**src/pkg/clk_gen_pkg.sv**
```systemverilog
// constants, types and carriers for the clock generator control block
package clk_gen_pkg;

   localparam int ADDR_W = 8;
   localparam int DATA_W = 16;
   localparam int RATIO_W = 7;

   // register map
   localparam logic [ADDR_W-1:0] MODE_ADDR = 8'h58;

   // field layout of clock_mode_reg
   localparam int MULT_MSB = 15;
   localparam int MULT_LSB = 12;
   localparam int FRAC_BIT = 11;
   localparam int CNT_MSB = 10;
   localparam int CNT_LSB = 3;
   localparam int FORCE_BIT = 2;
   localparam int PND_BIT = 1;
   localparam int STATUS_BIT = 0;

   // reset: pll mode, integer, multiplier field at bypass code
   localparam logic [DATA_W-1:0] MODE_RESET = 16'hF002;

   localparam logic [3:0] MULT_BYPASS = 4'hF;
   localparam logic [3:0] PRESCALE_LAST = 4'hF;
   localparam logic [3:0] PRESCALE_ZERO = 4'h0;
   localparam logic [7:0] CNT_ZERO = 8'h00;
   localparam logic [7:0] CNT_ONE = 8'h01;
   localparam logic [4:0] MULT_INC = 5'h01;

   // core clock ratio in quarters of the reference clock
   localparam logic [RATIO_W-1:0] RATIO_QUARTER = 7'h01;
   localparam logic [RATIO_W-1:0] RATIO_HALF = 7'h02;
   localparam logic [RATIO_W-1:0] RATIO_ONE = 7'h04;

   typedef enum logic [1:0]
   {
      ST_DIV = 2'b00,
      ST_LOCK = 2'b01,
      ST_PLL = 2'b11
   } clk_state_t;

   typedef struct packed
   {
      logic [3:0] mult_field;
      logic frac_select;
      logic [7:0] lock_count_field;
      logic vco_force_on;
      logic pll_not_div_select;
      logic status;
   } mode_reg_t;

   typedef struct packed
   {
      logic [ADDR_W-1:0] addr;
      logic [DATA_W-1:0] wdata;
      logic wr;
      logic rd;
      logic subsys_b;
   } bus_req_t;

   typedef struct packed
   {
      logic vco_on;
      logic pll_select;
      logic [RATIO_W-1:0] ratio;
   } clk_ctrl_t;

endpackage

```
**src/logic/pll_clock_mode_and_lock_timer.sv**
```systemverilog
// clock mode register, lock timer and core clock ratio selection
//
// Local design decision: the plain strobed port.
module pll_clock_mode_and_lock_timer
(
   input wire logic core_clk_in,
   input wire logic rst_n_in,
   input wire logic clk_en_in,
   input wire clk_gen_pkg::bus_req_t bus_req_in,
   output logic [clk_gen_pkg::DATA_W-1:0] rd_data_out,
   output clk_gen_pkg::clk_ctrl_t clk_ctrl_out
);
   import clk_gen_pkg::*;

   ////////////////////////////////////////////////////////////////////////////
   // register access decode

   logic hit;
   logic mode_wr;
   logic mode_rd;
   mode_reg_t wr_fields;

   // subsystem b is shut out entirely: no store, no state change, reads zero
   assign hit = (bus_req_in.addr == MODE_ADDR) && !bus_req_in.subsys_b;
   assign mode_wr = hit && bus_req_in.wr;
   assign mode_rd = hit && bus_req_in.rd;
   assign wr_fields = mode_reg_t'(bus_req_in.wdata);

   ////////////////////////////////////////////////////////////////////////////
   // mode register and lock timer state

   mode_reg_t mode_r;
   mode_reg_t mode_nxt;
   clk_state_t state_r;
   clk_state_t state_nxt;
   logic [7:0] lock_cnt_r;
   logic [7:0] lock_cnt_nxt;
   logic [3:0] prescale_r;
   logic [3:0] prescale_nxt;

   always_comb
   begin
      mode_nxt = mode_r;
      state_nxt = state_r;
      lock_cnt_nxt = lock_cnt_r;
      prescale_nxt = prescale_r;
      if (clk_en_in)
      begin
         if (mode_wr)
         begin
            mode_nxt = wr_fields;
            // status is owned by the state machine, never by software
            mode_nxt.status = 1'b0;
         end
         unique case (state_r)
            ST_DIV:
            begin
               if (mode_wr && wr_fields.pll_not_div_select)
               begin
                  state_nxt = ST_LOCK;
                  lock_cnt_nxt = wr_fields.lock_count_field;
                  prescale_nxt = PRESCALE_ZERO;
               end
            end
            ST_LOCK:
            begin
               if (mode_wr && !wr_fields.pll_not_div_select)
               begin
                  state_nxt = ST_DIV;
               end
               else if (lock_cnt_r == CNT_ZERO)
               begin
                  state_nxt = ST_PLL;
               end
               else
               begin
                  // divide-by-16 tick counted in enabled core_clk_in cycles
                  prescale_nxt = prescale_r + 4'h1;
                  if (prescale_r == PRESCALE_LAST)
                  begin
                     lock_cnt_nxt = lock_cnt_r - CNT_ONE;
                  end
               end
            end
            ST_PLL:
            begin
               // retuning while in pll mode takes effect at once, no relock wait
               if (mode_wr && !wr_fields.pll_not_div_select)
               begin
                  state_nxt = ST_DIV;
               end
            end
            default:
            begin
               state_nxt = ST_DIV;
            end
         endcase
      end
   end

   always_ff @(posedge core_clk_in or negedge rst_n_in)
   begin
      if (!rst_n_in)
      begin
         mode_r <= mode_reg_t'(MODE_RESET);
         state_r <= ST_PLL;
         lock_cnt_r <= CNT_ZERO;
         prescale_r <= PRESCALE_ZERO;
      end
      else
      begin
         mode_r <= mode_nxt;
         state_r <= state_nxt;
         lock_cnt_r <= lock_cnt_nxt;
         prescale_r <= prescale_nxt;
      end
   end

   ////////////////////////////////////////////////////////////////////////////
   // clock ratio and oscillator control

   logic [4:0] mult_inc_nxt;
   clk_ctrl_t ctrl_r;
   clk_ctrl_t ctrl_nxt;

   assign mult_inc_nxt = {1'b0, mode_nxt.mult_field} + MULT_INC;

   always_comb
   begin
      ctrl_nxt = ctrl_r;
      if (clk_en_in)
      begin
         ctrl_nxt.vco_on = mode_nxt.vco_force_on || mode_nxt.pll_not_div_select;
         ctrl_nxt.pll_select = (state_nxt == ST_PLL);
         if (state_nxt != ST_PLL)
         begin
            // while locking the divider ratio still clocks the core
            if (mode_nxt.mult_field == MULT_BYPASS)
            begin
               ctrl_nxt.ratio = RATIO_QUARTER;
            end
            else
            begin
               ctrl_nxt.ratio = RATIO_HALF;
            end
         end
         else if (!mode_nxt.frac_select)
         begin
            if (mode_nxt.mult_field == MULT_BYPASS)
            begin
               ctrl_nxt.ratio = RATIO_ONE;
            end
            else
            begin
               ctrl_nxt.ratio = {mult_inc_nxt, 2'b00};
            end
         end
         else if (!mode_nxt.mult_field[0])
         begin
            ctrl_nxt.ratio = {1'b0, mult_inc_nxt, 1'b0};
         end
         else
         begin
            ctrl_nxt.ratio = {3'h0, mode_nxt.mult_field};
         end
      end
   end

   always_ff @(posedge core_clk_in or negedge rst_n_in)
   begin
      if (!rst_n_in)
      begin
         ctrl_r.vco_on <= 1'b1;
         ctrl_r.pll_select <= 1'b1;
         ctrl_r.ratio <= RATIO_ONE;
      end
      else
      begin
         ctrl_r <= ctrl_nxt;
      end
   end

   assign clk_ctrl_out = ctrl_r;

   ////////////////////////////////////////////////////////////////////////////
   // read data, one cycle after the strobe

   logic [DATA_W-1:0] rd_data_r;
   logic [DATA_W-1:0] rd_data_nxt;
   mode_reg_t rd_view;

   always_comb
   begin
      rd_view = mode_r;
      // fields are read back as stored even in divider mode, where the multiplier field still picks the quarter or half ratio
      rd_view.status = (state_r == ST_PLL);
      rd_data_nxt = rd_data_r;
      if (clk_en_in)
      begin
         if (mode_rd)
         begin
            rd_data_nxt = DATA_W'(rd_view);
         end
         else
         begin
            rd_data_nxt = '0;
         end
      end
   end

   always_ff @(posedge core_clk_in or negedge rst_n_in)
   begin
      if (!rst_n_in)
      begin
         rd_data_r <= '0;
      end
      else
      begin
         rd_data_r <= rd_data_nxt;
      end
   end

   assign rd_data_out = rd_data_r;

   ////////////////////////////////////////////////////////////////////////////
   // checks

   logic any_b_access;
   assign any_b_access = bus_req_in.subsys_b && (bus_req_in.wr || bus_req_in.rd);

   // the lock timer keeps running through a subsystem b access, so state may still move
   b_access_ignored_a: assert property (
      @(posedge core_clk_in) disable iff (!rst_n_in)
      clk_en_in && any_b_access |=> $stable(mode_r) && (rd_data_out == '0)
         && ($stable(state_r) || ($past(state_r) == ST_LOCK)))
      else $error("subsystem b access changed the clock generator");

   reset_bypass_a: assert property (
      @(posedge core_clk_in)
      $rose(rst_n_in) |-> (clk_ctrl_out.ratio == RATIO_ONE) && clk_ctrl_out.pll_select)
      else $error("clock not in bypass after reset");

   div_ratio_a: assert property (
      @(posedge core_clk_in) disable iff (!rst_n_in)
      (state_r != ST_PLL) |-> (clk_ctrl_out.ratio ==
         ((mode_r.mult_field == MULT_BYPASS) ? RATIO_QUARTER : RATIO_HALF)))
      else $error("wrong divider mode ratio");

   pll_int_ratio_a: assert property (
      @(posedge core_clk_in) disable iff (!rst_n_in)
      (state_r == ST_PLL) && !mode_r.frac_select |-> (clk_ctrl_out.ratio ==
         ((mode_r.mult_field == MULT_BYPASS) ? RATIO_ONE :
          RATIO_W'(({3'h0, mode_r.mult_field} + 7'h01) * 7'h04))))
      else $error("wrong integer pll ratio");

   pll_frac_ratio_a: assert property (
      @(posedge core_clk_in) disable iff (!rst_n_in)
      (state_r == ST_PLL) && mode_r.frac_select |-> (clk_ctrl_out.ratio ==
         (mode_r.mult_field[0] ? {3'h0, mode_r.mult_field} :
          RATIO_W'(({3'h0, mode_r.mult_field} + 7'h01) * 7'h02))))
      else $error("wrong fractional pll ratio");

   vco_enable_a: assert property (
      @(posedge core_clk_in) disable iff (!rst_n_in)
      clk_ctrl_out.vco_on == (mode_r.vco_force_on || mode_r.pll_not_div_select))
      else $error("oscillator enable mismatch");

   status_read_a: assert property (
      @(posedge core_clk_in) disable iff (!rst_n_in)
      clk_en_in && mode_rd |=> rd_data_out[STATUS_BIT] == $past(state_r == ST_PLL))
      else $error("status bit does not match clock mode");

   lock_start_a: assert property (
      @(posedge core_clk_in) disable iff (!rst_n_in)
      clk_en_in && (state_r == ST_DIV) && mode_wr && wr_fields.pll_not_div_select
      |=> (state_r == ST_LOCK) && (lock_cnt_r == $past(wr_fields.lock_count_field))
          && !clk_ctrl_out.pll_select)
      else $error("lock timer not started by switch to pll");

   lock_step_a: assert property (
      @(posedge core_clk_in) disable iff (!rst_n_in)
      clk_en_in && (state_r == ST_LOCK) && (lock_cnt_r != CNT_ZERO) && !mode_wr
      |=> (lock_cnt_r == $past(lock_cnt_r) - ($past(prescale_r) == PRESCALE_LAST)))
      else $error("lock timer stepped at wrong rate");

   lock_hold_a: assert property (
      @(posedge core_clk_in) disable iff (!rst_n_in)
      (state_r == ST_LOCK) && (lock_cnt_r != CNT_ZERO) |=> (state_r != ST_PLL))
      else $error("pll took over before lock timer expired");

   div_return_a: assert property (
      @(posedge core_clk_in) disable iff (!rst_n_in)
      clk_en_in && mode_wr && !wr_fields.pll_not_div_select
      |=> (state_r == ST_DIV) && !clk_ctrl_out.pll_select)
      else $error("divider selection did not return to divider mode");

   lock_expire_a: assert property (
      @(posedge core_clk_in) disable iff (!rst_n_in)
      clk_en_in && (state_r == ST_LOCK) && (lock_cnt_r == CNT_ZERO) && !mode_wr
      |=> (state_r == ST_PLL) && clk_ctrl_out.pll_select)
      else $error("pll did not take over after lock timer expiry");

   prescale_start_a: assert property (
      @(posedge core_clk_in) disable iff (!rst_n_in)
      clk_en_in && (state_r == ST_DIV) && mode_wr && wr_fields.pll_not_div_select
      |=> (prescale_r == PRESCALE_ZERO))
      else $error("lock prescaler not cleared at timer start");

   pll_select_state_a: assert property (
      @(posedge core_clk_in) disable iff (!rst_n_in)
      clk_ctrl_out.pll_select == (state_r == ST_PLL))
      else $error("pll select does not follow the clock state");

   lock_vco_on_a: assert property (
      @(posedge core_clk_in) disable iff (!rst_n_in)
      (state_r == ST_LOCK) |-> clk_ctrl_out.vco_on)
      else $error("oscillator off while the lock timer runs");

   // idle read data is zero so several slaves can share one read bus
   read_idle_a: assert property (
      @(posedge core_clk_in) disable iff (!rst_n_in)
      clk_en_in && !mode_rd |=> (rd_data_out == '0))
      else $error("read data not zero outside a subsystem a read");

   // a low enable stalls the lock timer too, which stretches the lock wait
   enable_freeze_a: assert property (
      @(posedge core_clk_in) disable iff (!rst_n_in)
      !clk_en_in |=> $stable(mode_r) && $stable(state_r) && $stable(lock_cnt_r)
         && $stable(clk_ctrl_out) && $stable(rd_data_out))
      else $error("state moved while clock enable was low");

endmodule

```
**config.mk**
```make
export PLATFORM = sky130hd
export DESIGN_NAME = pll_clock_mode_and_lock_timer
export DESIGN_NICKNAME = d
export VERILOG_FILES = /design/src/pkg/clk_gen_pkg.sv /design/src/logic/pll_clock_mode_and_lock_timer.sv
export SDC_FILE = /design/constraint.sdc
export NUM_CORES = 1
export LEC_CHECK = 0
export ABC_AREA = 1
export CAP_MARGIN = 25
export CORE_ASPECT_RATIO = 1.5
export CORE_MARGIN = 4
export CORE_UTILIZATION = 60
export CTS_CLUSTER_SIZE = 40
export DETAILED_ROUTE_END_ITERATION = 8
export DONT_BUFFER_PORTS = 1
export PLACE_DENSITY = 0.76
export SLEW_MARGIN = 20
export SYNTH_ARGS = -nofsm -noshare
export SYNTH_HDL_FRONTEND = slang
export SYNTH_SLANG_ARGS = --single-unit
```
**constraint.sdc**
```tcl
create_clock -name core_clk_in -period 2.1 [get_ports core_clk_in]
set_input_delay 0.21 -clock core_clk_in [delete_from_list [all_inputs] [get_ports core_clk_in]]
set_output_delay 0.21 -clock core_clk_in [all_outputs]
set_load 0.005 [all_outputs]
```
# Word level (Yosys, flattened, before mapping)
# Index checks and enable logic that the tools add are counted.
[classes] add_sub_neg=3 n_eq_ne=11 muxes=23 n_reduce_logical=14
[ops] operator="$mux W16" n=3
[ops] operator="$mux W8" n=4
[ops] operator="$mux W7" n=3
[ops] operator="$pmux W8 S2" n=1
[ops] operator="$mux W2" n=6
[ops] operator="$mux W4" n=3
[ops] operator="$ne A2 B2 Y1 const B" n=5
[ops] operator="$eq A4 B4 Y1 const B" n=2
[ops] operator="$eq A8 B7 Y1 const B" n=1
[ops] operator="$logic_not A8 Y1" n=1
[ops] operator="$pmux W4 S2" n=1
[ops] operator="$sub A8 B1 Y8 const B" n=1
[ops] operator="$mux W6" n=1
[ops] operator="$pmux W2 S3" n=1
[ops] operator="$reduce_and A6 Y1" n=1
[ops] operator="$add A4 B1 Y5 const B" n=1
[ops] operator="$logic_and A1 B1 Y1" n=5
[ops] operator="$reduce_and A5 Y1" n=1
[ops] operator="$add A4 B1 Y4 const B" n=1
[ops] operator="$eq A2 B2 Y1 const B" n=2
[ops] operator="$eq A2 B1 Y1 const B" n=1
[ops] operator="$logic_not A1 Y1" n=2
[ops] operator="$logic_not A2 Y1" n=1
[ops] operator="$reduce_and A2 Y1" n=1
[ops] operator="2 further kinds" n=2
[word_totals] ff_bits=54 in_bits=30 output_inout_bits=25 word_cells=63

# Depth between registers and ports, before layout
# Gate-level depths: netlist of the first run.
[depth] depth_word=9 depth_mapped=15 mapped_depth_nobuf=14

# Least setup slack after synthesis of the first run
# Ideal clock, no wire load.
[synth_timing] kind="register to register" startpoint="register lock_cnt_r[0]" endpoint="register lock_cnt_r[6]" setup_time_ps=126 t_arrival_ps=1546 t_required_ps=1974 slack_ps=429 stages_incl_launch_ff=10 path_buffers=1 period_less_slack_ps=1671 cell_sequence="dfrtp_1 > inv_1 > ha_1 > nand4_1 > o21ai_0 > o22ai_1 > nand2_4 > a21oi_4 > buf_6 > o21ai_2"
[synth_between] elab_chain_len=5 elab_cells_between_ends=8 cone_classes="1 x add/sub; 1 x eq/ne; 4 x mux; 2 x reduce/logical"
[synth_lines] item="start, declared" line_no="pll_clock_mode_and_lock_timer.sv:36" source="logic [7:0] lock_cnt_r;"
[synth_lines] item="start signal, assigned" line_no="pll_clock_mode_and_lock_timer.sv:114" source="lock_cnt_r <= lock_cnt_nxt;"
[synth_lines] item="$sub A8 B1 Y8" line_no="pll_clock_mode_and_lock_timer.sv:81" source="lock_cnt_nxt = lock_cnt_r - CNT_ONE;"
[synth_lines] item="$mux W8" line_no="pll_clock_mode_and_lock_timer.sv:79" source="if (prescale_r == PRESCALE_LAST)"
[synth_lines] item="$mux W8" line_no="pll_clock_mode_and_lock_timer.sv:71" source="else if (lock_cnt_r == CNT_ZERO)"
[synth_lines] item="$mux W8" line_no="pll_clock_mode_and_lock_timer.sv:67" source="if (mode_wr && !wr_fields.pll_not_div_select)"
[synth_lines] item="$pmux W8 S2" line_no="pll_clock_mode_and_lock_timer.sv:55" source="unique case (state_r)"
# Parallel ways exist; a longest one is shown, timed or not. The select of a mux whose other input is x is not followed.
# A chain may end at the register's enable or synchronous reset.

# Final worst setup path of the first run
[layout_timing] startpoint="register lock_cnt_r[0]" endpoint="register lock_cnt_r[0]"
# Same word-level chain as after synthesis.

==> results.sh, run 1 <==
export IMPL_syn_avg_cell_area_um2=8.47
export IMPL_place_detailed_hpwl_um=4070
export IMPL_outcome="finished clean"
export IMPL_p_leak_nw=1.32
export IMPL_postLayoutSetupSlackWorst_ns=0.257
export IMPL_route_detailed_wl_per_inst_um=15.2
export IMPL_timing_final_crit_period_ns=1.84
export IMPL_antennaDiodeCount=0
export IMPL_critical_path_slowest_cell="dfrtp_1"
export IMPL_ys_seq_area_share_pct=50.0
export IMPL_bufs_on_longest_clock_path=2
export IMPL_ys_top_cells_by_count="86 x nand2_1, 43 x dfrtp_1, 34 x o21ai_0"
export IMPL_drt_drc_violations_left=0
export IMPL_cts_buffers=5
export IMPL_grt_pass1_wl_um=9870
export IMPL_drtIter0Drc=161
export IMPL_number_of_antenna_violations_at_the_first_check_in_global_routing=0
export IMPL_antenna_nets_post_route=0
export IMPL_critPathTopFamily="compound AO/OA/AOI/OAI gates"
export IMPL_startpoint_of_the_lowest_slack_register_to_register_path="lock_cnt_r[0]$_DFFE_PN0P_"
export IMPL_design_final_nets=354
export IMPL_first_pass_iters=4
export IMPL_die_x_um=62.5
export IMPL_row_count=29
export IMPL_critical_path_cell_chain="inv_1 > ha_1 > nand4_1 > o21ai_1 > o22ai_1 > nand2_4 > a21oi_4 > buf_12 > nand2_1 > o21ai_2"
export IMPL_route_detailed_vias_per_inst=5.64
export IMPL_netlist_instances=316
export IMPL_startpoint="lock_cnt_r[0]$_DFFE_PN0P_"
export IMPL_worstSetupStartpointType="register"
export IMPL_required_ns=2.34
export IMPL_setup_worst_path_end_class="register"
export IMPL_max_cap_violations=0
export IMPL_grt_start_max_net_pins=54
export IMPL_finalWirelength_um=5580
export IMPL_worst_pin_slew_ns=0.575
export IMPL_setup_worst_path_class="register to register"
export IMPL_grtUsageMet3_pct=5.36
export IMPL_placeableCoreArea_um2=4280
export IMPL_vias=2070
export IMPL_highest_net_fanout_along_the_worst_path=10
export IMPL_numClockSinks=53
export IMPL_yosysTopAreaCellShare_pct=40.2
export IMPL_critical_path_buf_inv_count=2
export IMPL_most_common_flop_cell_mapped_by_yosys="dfrtp_1"
export IMPL_finClkSkew_ns=0.00922
export IMPL_slew_violations=0
export IMPL_postLayoutCoreUtil_pct=66.9
export IMPL_synthesis_yosys_warnings=0
export IMPL_globalplace_congestion=0.863
export IMPL_cts_post_setup_buffers_inserted=0
export IMPL_io_pins=55
export IMPL_synth_edff_count=0
export IMPL_class_of_the_tightest_hold_or_removal_check="primary input to register"
export IMPL_synth_cell_type_count=35
export IMPL_port_buffer_count=0
export IMPL_gr_total_overflow=0
export IMPL_irDropWorstVdd_uv=550
export IMPL_starting_utilization_of_the_core_area_pct=62.5
export IMPL_hold_path_startpoint="bus_req_in[6]"
export IMPL_worst_setup_hold_path_clk_slew_ns=0.09
export IMPL_syn_nets=350
export IMPL_timing_hold_violations_final=0
export IMPL_maxClockFrequency_ghz=0.543
export IMPL_use_met2_pct=38.3
export IMPL_detailedPlace_worstSlack_ns=0.208
export IMPL_power_per_cell_area_nw_per_um2=754
export IMPL_post_route_cells_drive_above_1_share_pct=17.4
export IMPL_synth_area_top_cells="dfrtp_1 40%, nand2_1 12%, dfstp_2 9.8%"
export IMPL_fin_area_um2=2860
export IMPL_groute_usage_overall_pct=21.8
export IMPL_grt_pass1_vias=2089
export IMPL_met1_usage_pct=25.6
export IMPL_timing_critical_path_slowest_cell_delay_ns=0.35
export IMPL_ys_async_sr_fraction_pct=100
export IMPL_cts_root_buf="clkbuf_8"
export IMPL_cts_tree="yes"
export IMPL_die_y_um=89.8
export IMPL_grt_setup_unrepaired="no"
export IMPL_fin_hold_ws_ns=0.0252
export IMPL_design_die_area_um2=5620
export IMPL_synthDominantAreaCellType="dfrtp_1"
export IMPL_dpl_instance_area_um2=2730
export IMPL_clock_tree_htree_level_count=2
export IMPL_yosysMostFrequentCell="nand2_1"
export IMPL_globalRoute_busiestLayer="met2"
export IMPL_setup_tns_final_ns=0
export IMPL_timing_critical_path_arrival_ns=2.09
export IMPL_syn_area_um2=2680
export IMPL_area_added_between_synthesis_and_finish_pct=6.96
export IMPL_worst_slew_margin_rel_pct=61.6
export IMPL_postSynthRegisterBits=53
export IMPL_setup_violations=0
export IMPL_post_route_period_util_pct=87.8
export IMPL_clk_latency_ns=0.31
==> final timing paths <==
kind                                          endpoint  slack (ns)  cells after the start
min in group asynchronous  rd_data_out[15]$_DFFE_PN0P_        0.41                      2
setup reg to reg             lock_cnt_r[0]$_DFFE_PN0P_        0.26                     10
setup / recovery             lock_cnt_r[0]$_DFFE_PN0P_        0.26                     10
hold reg to reg                  mode_r[7]$_DFFE_PN0P_        0.49                      2
max in group asynchronous  clk_ctrl_out[2]$_DFFE_PN1P_        1.41                      2
hold / removal                   mode_r[3]$_DFFE_PN0P_        0.03                      2
==> through the flow <==
| stage | total power, mW | instances |
|---|---|---|
| after floorplan | 1.50 | 316 |
| after global placement | 1.56 | 356 |
| after detailed placement | 1.57 | 356 |
| after CTS | 2.17 | 367 |
| after global routing | 2.30 | 367 |
| final | 2.16 | 367 |
==> worst register-to-register path, cell delays in order (launching register included) <==
cell and delay, ns:
dfrtp_1 0.35, inv_1 0.08, ha_1 0.24, nand4_1 0.13
o21ai_1 0.09, o22ai_1 0.22, nand2_4 0.13, a21oi_4 0.25
buf_12 0.18, nand2_1 0.06, o21ai_2 0.05
==> cells by family after synthesis <==
group                    count (synthesis)  synth area share (%)
AND/OR/NAND/NOR                        138                  24.0
other                                    1                 0.140
AO/OA/AOI/OAI                           71                  16.2
XOR/XNOR                                 2                 0.654
adder cells (fa/ha/maj)                  4                  1.87
buffers and inverters                   47                  7.15
flip-flops                              53                  50.0
==> placed cells by master, fill, tap and decap left out, drive strengths merged <==
cell	count
nand3	7
clkbuf	6
ha	4
nand2	95
nor3	1
buf	6
o211ai	2
conb	1
dlygate4sd3	2
o22ai	2
or2	4
nand4	8
a31oi	2
xor2	1
o21ai	46
o41ai	1
a21oi	9
dfrtp	43
nor2	23
clkinvlp	2
dfstp	10
xnor2	1
o31ai	9
inv	36
==> power by group <==
part / switching, mW / internal (mW) / total (mW)
logic: 0.224 / 0.169 / 0.392
clock network: 0.344 / 0.236 / 0.579
registers: 0.0710 / 1.12 / 1.19
total: 0.638 / 1.52 / 2.16
==> state kept, by name (all words and copies together) (netlist names) <==
signal,count
rd_data_out,16
state_r,2
clk_ctrl_out,8
prescale_r,4
lock_cnt_r,8
mode_r,15
==> per-layer routing <==
metal | up-vias | part of all wire, % | routed length (um)
met5 | - | 0 | 0
met4 | 0 | 1.9 | 104
met3 | 10 | 4.3 | 241
met2 | 53 | 54 | 3040
met1 | 972 | 39 | 2190
li1 | 1035 | - | -
==> cell type report <==
class | instances | area (um^2)
clock buffers | 6 | 72.6
fillers | 363 | 1420
repair buffers | 8 | 97.6
inverters | 36 | 135
well taps | 46 | 57.6
flip-flops and latches | 53 | 1340
multi-input cells | 216 | 1150
clock inverters | 2 | 15.0
==> what timing repair did <==
| item | in CTS | in global routing |
|---|---|---|
| hold buffers | 3 | 0 |
| resized for setup | 0 | 1 |
| hold endpoints to repair | 54 | 0 |
| endpoints found under the setup margin | 0 | 1 |
Power figures use the tool's default switching activity.
==> run 2, diff against run 1 <==
--- a/config.mk
+++ b/config.mk
@@ -5,7 +5,6 @@
 export SDC_FILE = /design/constraint.sdc
 export NUM_CORES = 1
 export LEC_CHECK = 0
-export ABC_AREA = 1
 export CAP_MARGIN = 25
 export CORE_ASPECT_RATIO = 1.5
 export CORE_MARGIN = 4
==> run 2 against run 1 <==
  * Synthesized area is 0.33% higher
  * Hold slack hardly changed
  * Largest cell class unchanged
  * Critical path type unchanged
  * Synthesized cell count is 24% lower
  * Highest routed layer unchanged
  * Sequential share of layout area is 0.98 points lower
  * Die area is 0.29% higher
==> results.sh, run 2 <==
export IMPL_fin_hold_ws_ns=0.0250
export IMPL_p_leak_nw=1.33
export IMPL_critical_path_buf_inv_count=1
export IMPL_die_y_um=90.0
export IMPL_synthDominantAreaCellType="dfrtp_1"
export IMPL_multi_input_comb_area_um2=1250
export IMPL_grt_pass1_vias=1957
export IMPL_cts_post_setup_buffers_inserted=0
export IMPL_first_pass_iters=4
export IMPL_ff_latch_area_um2=1340
export IMPL_cts_root_buf="clkbuf_8"
export IMPL_synth_area_top_cells="dfrtp_1 40%, dfstp_2 9.8%, mux2_2 5.4%"
export IMPL_worst_setup_hold_path_clk_slew_ns=0.10
export IMPL_die_x_um=62.6
export IMPL_num_fill_cells=334
export IMPL_design_die_area_um2=5630
export IMPL_placeableCoreArea_um2=4280
export IMPL_highest_net_fanout_along_the_worst_path=4
export IMPL_largest_reg_flops=16
export IMPL_class_of_the_tightest_hold_or_removal_check="primary input to register"
export IMPL_antenna_nets_post_route=0
export IMPL_ys_top_cells_by_count="43 x dfrtp_1, 19 x nand2_1, 16 x a22o_1"
export IMPL_route_detailed_wl_per_inst_um=19.0
export IMPL_setup_worst_path_class="register to register"
export IMPL_grt_start_max_net_pins=54
export IMPL_grt_pass1_wl_um=9560
export IMPL_numClockSinks=53
export IMPL_power_per_cell_area_nw_per_um2=608
export IMPL_synth_cell_type_count=57
export IMPL_post_route_period_util_pct=92.4
export IMPL_row_count=29
export IMPL_globalplace_congestion=0.825
export IMPL_port_buffer_count=0
export IMPL_syn_avg_cell_area_um2=11.1
export IMPL_synthesis_yosys_warnings=0
export IMPL_worstSetupStartpointType="register"
export IMPL_netlist_instances=241
export IMPL_outcome="finished clean"
export IMPL_drt_drc_violations_left=0
export IMPL_setup_violations=0
export IMPL_groute_usage_overall_pct=21.2
export IMPL_critical_path_slowest_cell="dfrtp_1"
export IMPL_gr_total_overflow=0
export IMPL_timing_final_crit_period_ns=1.94
export IMPL_postSynthRegisterBits=53
export IMPL_critPathTopFamily="compound AO/OA/AOI/OAI gates"
export IMPL_ys_seq_area_share_pct=49.8
export IMPL_most_common_flop_cell_mapped_by_yosys="dfrtp_1"
export IMPL_setup_worst_path_end_class="register"
export IMPL_most_common_layout_cells="43 x dfrtp_1, 19 x nand2_1, 16 x a22o_1"
export IMPL_timing_hold_violations_final=0
export IMPL_ys_async_sr_fraction_pct=100
export IMPL_cts_buffers=5
export IMPL_grt_setup_unrepaired="no"
export IMPL_area_added_between_synthesis_and_finish_pct=8.90
export IMPL_timing_critical_path_slowest_cell_delay_ns=0.39
export IMPL_timing_critical_path_arrival_ns=2.16
export IMPL_starting_utilization_of_the_core_area_pct=62.7
export IMPL_finalWirelength_um=5670
export IMPL_finClkSkew_ns=0.00627
export IMPL_route_detailed_vias_per_inst=6.34
export IMPL_yosysTopAreaCellShare_pct=40.1
export IMPL_maxClockFrequency_ghz=0.515
export IMPL_clk_latency_ns=0.31
export IMPL_clock_tree_htree_level_count=2
export IMPL_antennaDiodeCount=0
export IMPL_design_final_nets=285
export IMPL_bufs_on_longest_clock_path=2
export IMPL_io_pins=55
export IMPL_vias=1888
export IMPL_cts_tree="yes"
export IMPL_postLayoutCoreUtil_pct=68.3
export IMPL_place_detailed_hpwl_um=4200
export IMPL_syn_nets=275
export IMPL_critical_path_cell_chain="inv_1 > ha_1 > nor4b_4 > a32oi_1 > a21oi_1 > nand3b_1 > a31oi_1"
export IMPL_slew_violations=0
export IMPL_synth_edff_count=0
export IMPL_max_cap_violations=0
export IMPL_drtIter0Drc=65
export IMPL_irDropWorstVdd_uv=561
export IMPL_syn_area_um2=2690
export IMPL_post_route_cells_drive_above_1_share_pct=25.0
export IMPL_layout_cells_most_common="dfrtp_1"
export IMPL_required_ns=2.32
export IMPL_number_of_antenna_violations_at_the_first_check_in_global_routing=0
export IMPL_yosysMostFrequentCell="dfrtp_1"
run 2: cell types whose count changed in the layout (fill, tap and decap cells not counted), sizes merged, moves of 8 or more:
| cell | change |
|---|---|
| nand2 | -76 |
| o21ai | -42 |
| inv | -22 |
| a22o | +16 |
| mux2 | +14 |
| o31ai | -9 |
| nor2 | -8 |
run 2: layout make-up:
| class | count | area share, % |
|---|---|---|
| Clock buffer | 5 | 2.35 |
| Clock inverter | 3 | 0.984 |
| Inverter | 12 | 1.54 |
| Multi-Input combinational cell | 164 | 42.7 |
| Sequential cell | 53 | 45.8 |
| Tap cell | 46 | 1.97 |
| Timing Repair Buffer | 15 | 4.70 |
run 2: final timing paths:
path                                           start                           to  slack (ns)  cells past startpoint
hold / removal                             clk_en_in  clk_ctrl_out[8]$_DFFE_PN1P_        0.02                      2
setup / recovery           lock_cnt_r[0]$_DFFE_PN0P_  clk_ctrl_out[1]$_DFFE_PN0P_        0.16                      7
max in group asynchronous                   rst_n_in         mode_r[12]$_DFF_PN1_        1.41                      2
hold reg to reg                mode_r[8]$_DFFE_PN0P_   rd_data_out[8]$_DFFE_PN0P_        0.50                      1
setup reg to reg           lock_cnt_r[0]$_DFFE_PN0P_  clk_ctrl_out[1]$_DFFE_PN0P_        0.16                      7
min in group asynchronous                   rst_n_in  rd_data_out[14]$_DFFE_PN0P_        0.40                      2
run 2: routing by layer:
layer	track usage (%)	wire, um	up-vias
met5	0	0	-
met4	6.08	93	0
met3	4.61	295	11
met2	36.9	2990	46
met1	26.2	2280	920
li1	-	-	911
run 2: cell families (layout without fill, tap and decap cells):
family                   count (synthesis)  in the layout  share of synthesized area (%)
XOR/XNOR                                 3              3                          0.978
flip-flops                              53             53                           49.8
other                                    1              1                          0.140
buffers and inverters                   24             35                           4.14
AO/OA/AOI/OAI                           65             65                           18.7
AND/OR/NAND/NOR                         70             70                           15.7
multiplexers                            21             21                           8.62
adder cells (fa/ha/maj)                  4              4                           1.86
run 2: where the power goes:
part           total [mW]  leakage (nW)  internal, mW  switching (mW)
sequential           1.05         0.684          1.04          0.0140
combinational       0.120         0.594        0.0517          0.0687
clock               0.604        0.0506         0.250           0.354
total                1.78          1.33          1.34           0.437
run 2: per-stage QoR:
stage / setup slack, ns / power [mW] / std cells / instance area, um^2 / setup TNS, ns
2_1_floorplan: -0.0346 / 1.15 / 241 / 2690 / -0.0346
3_3_place_gp: 0.131 / 1.16 / 287 / 2770 / 0
3_5_place_dp: 0.0838 / 1.16 / 287 / 2770 / 0
4_1_cts: 0.0671 / 1.80 / 298 / 2920 / 0
5_1_grt: 0.0368 / 1.86 / 298 / 2930 / 0
6_report: 0.160 / 1.78 / 298 / 2930 / 0
run 2: what timing repair did:
item	in CTS	in global routing
endpoints found under the hold margin	56	0
resized for setup	0	1
endpoints found under the setup margin	0	5
hold buffers	3	0
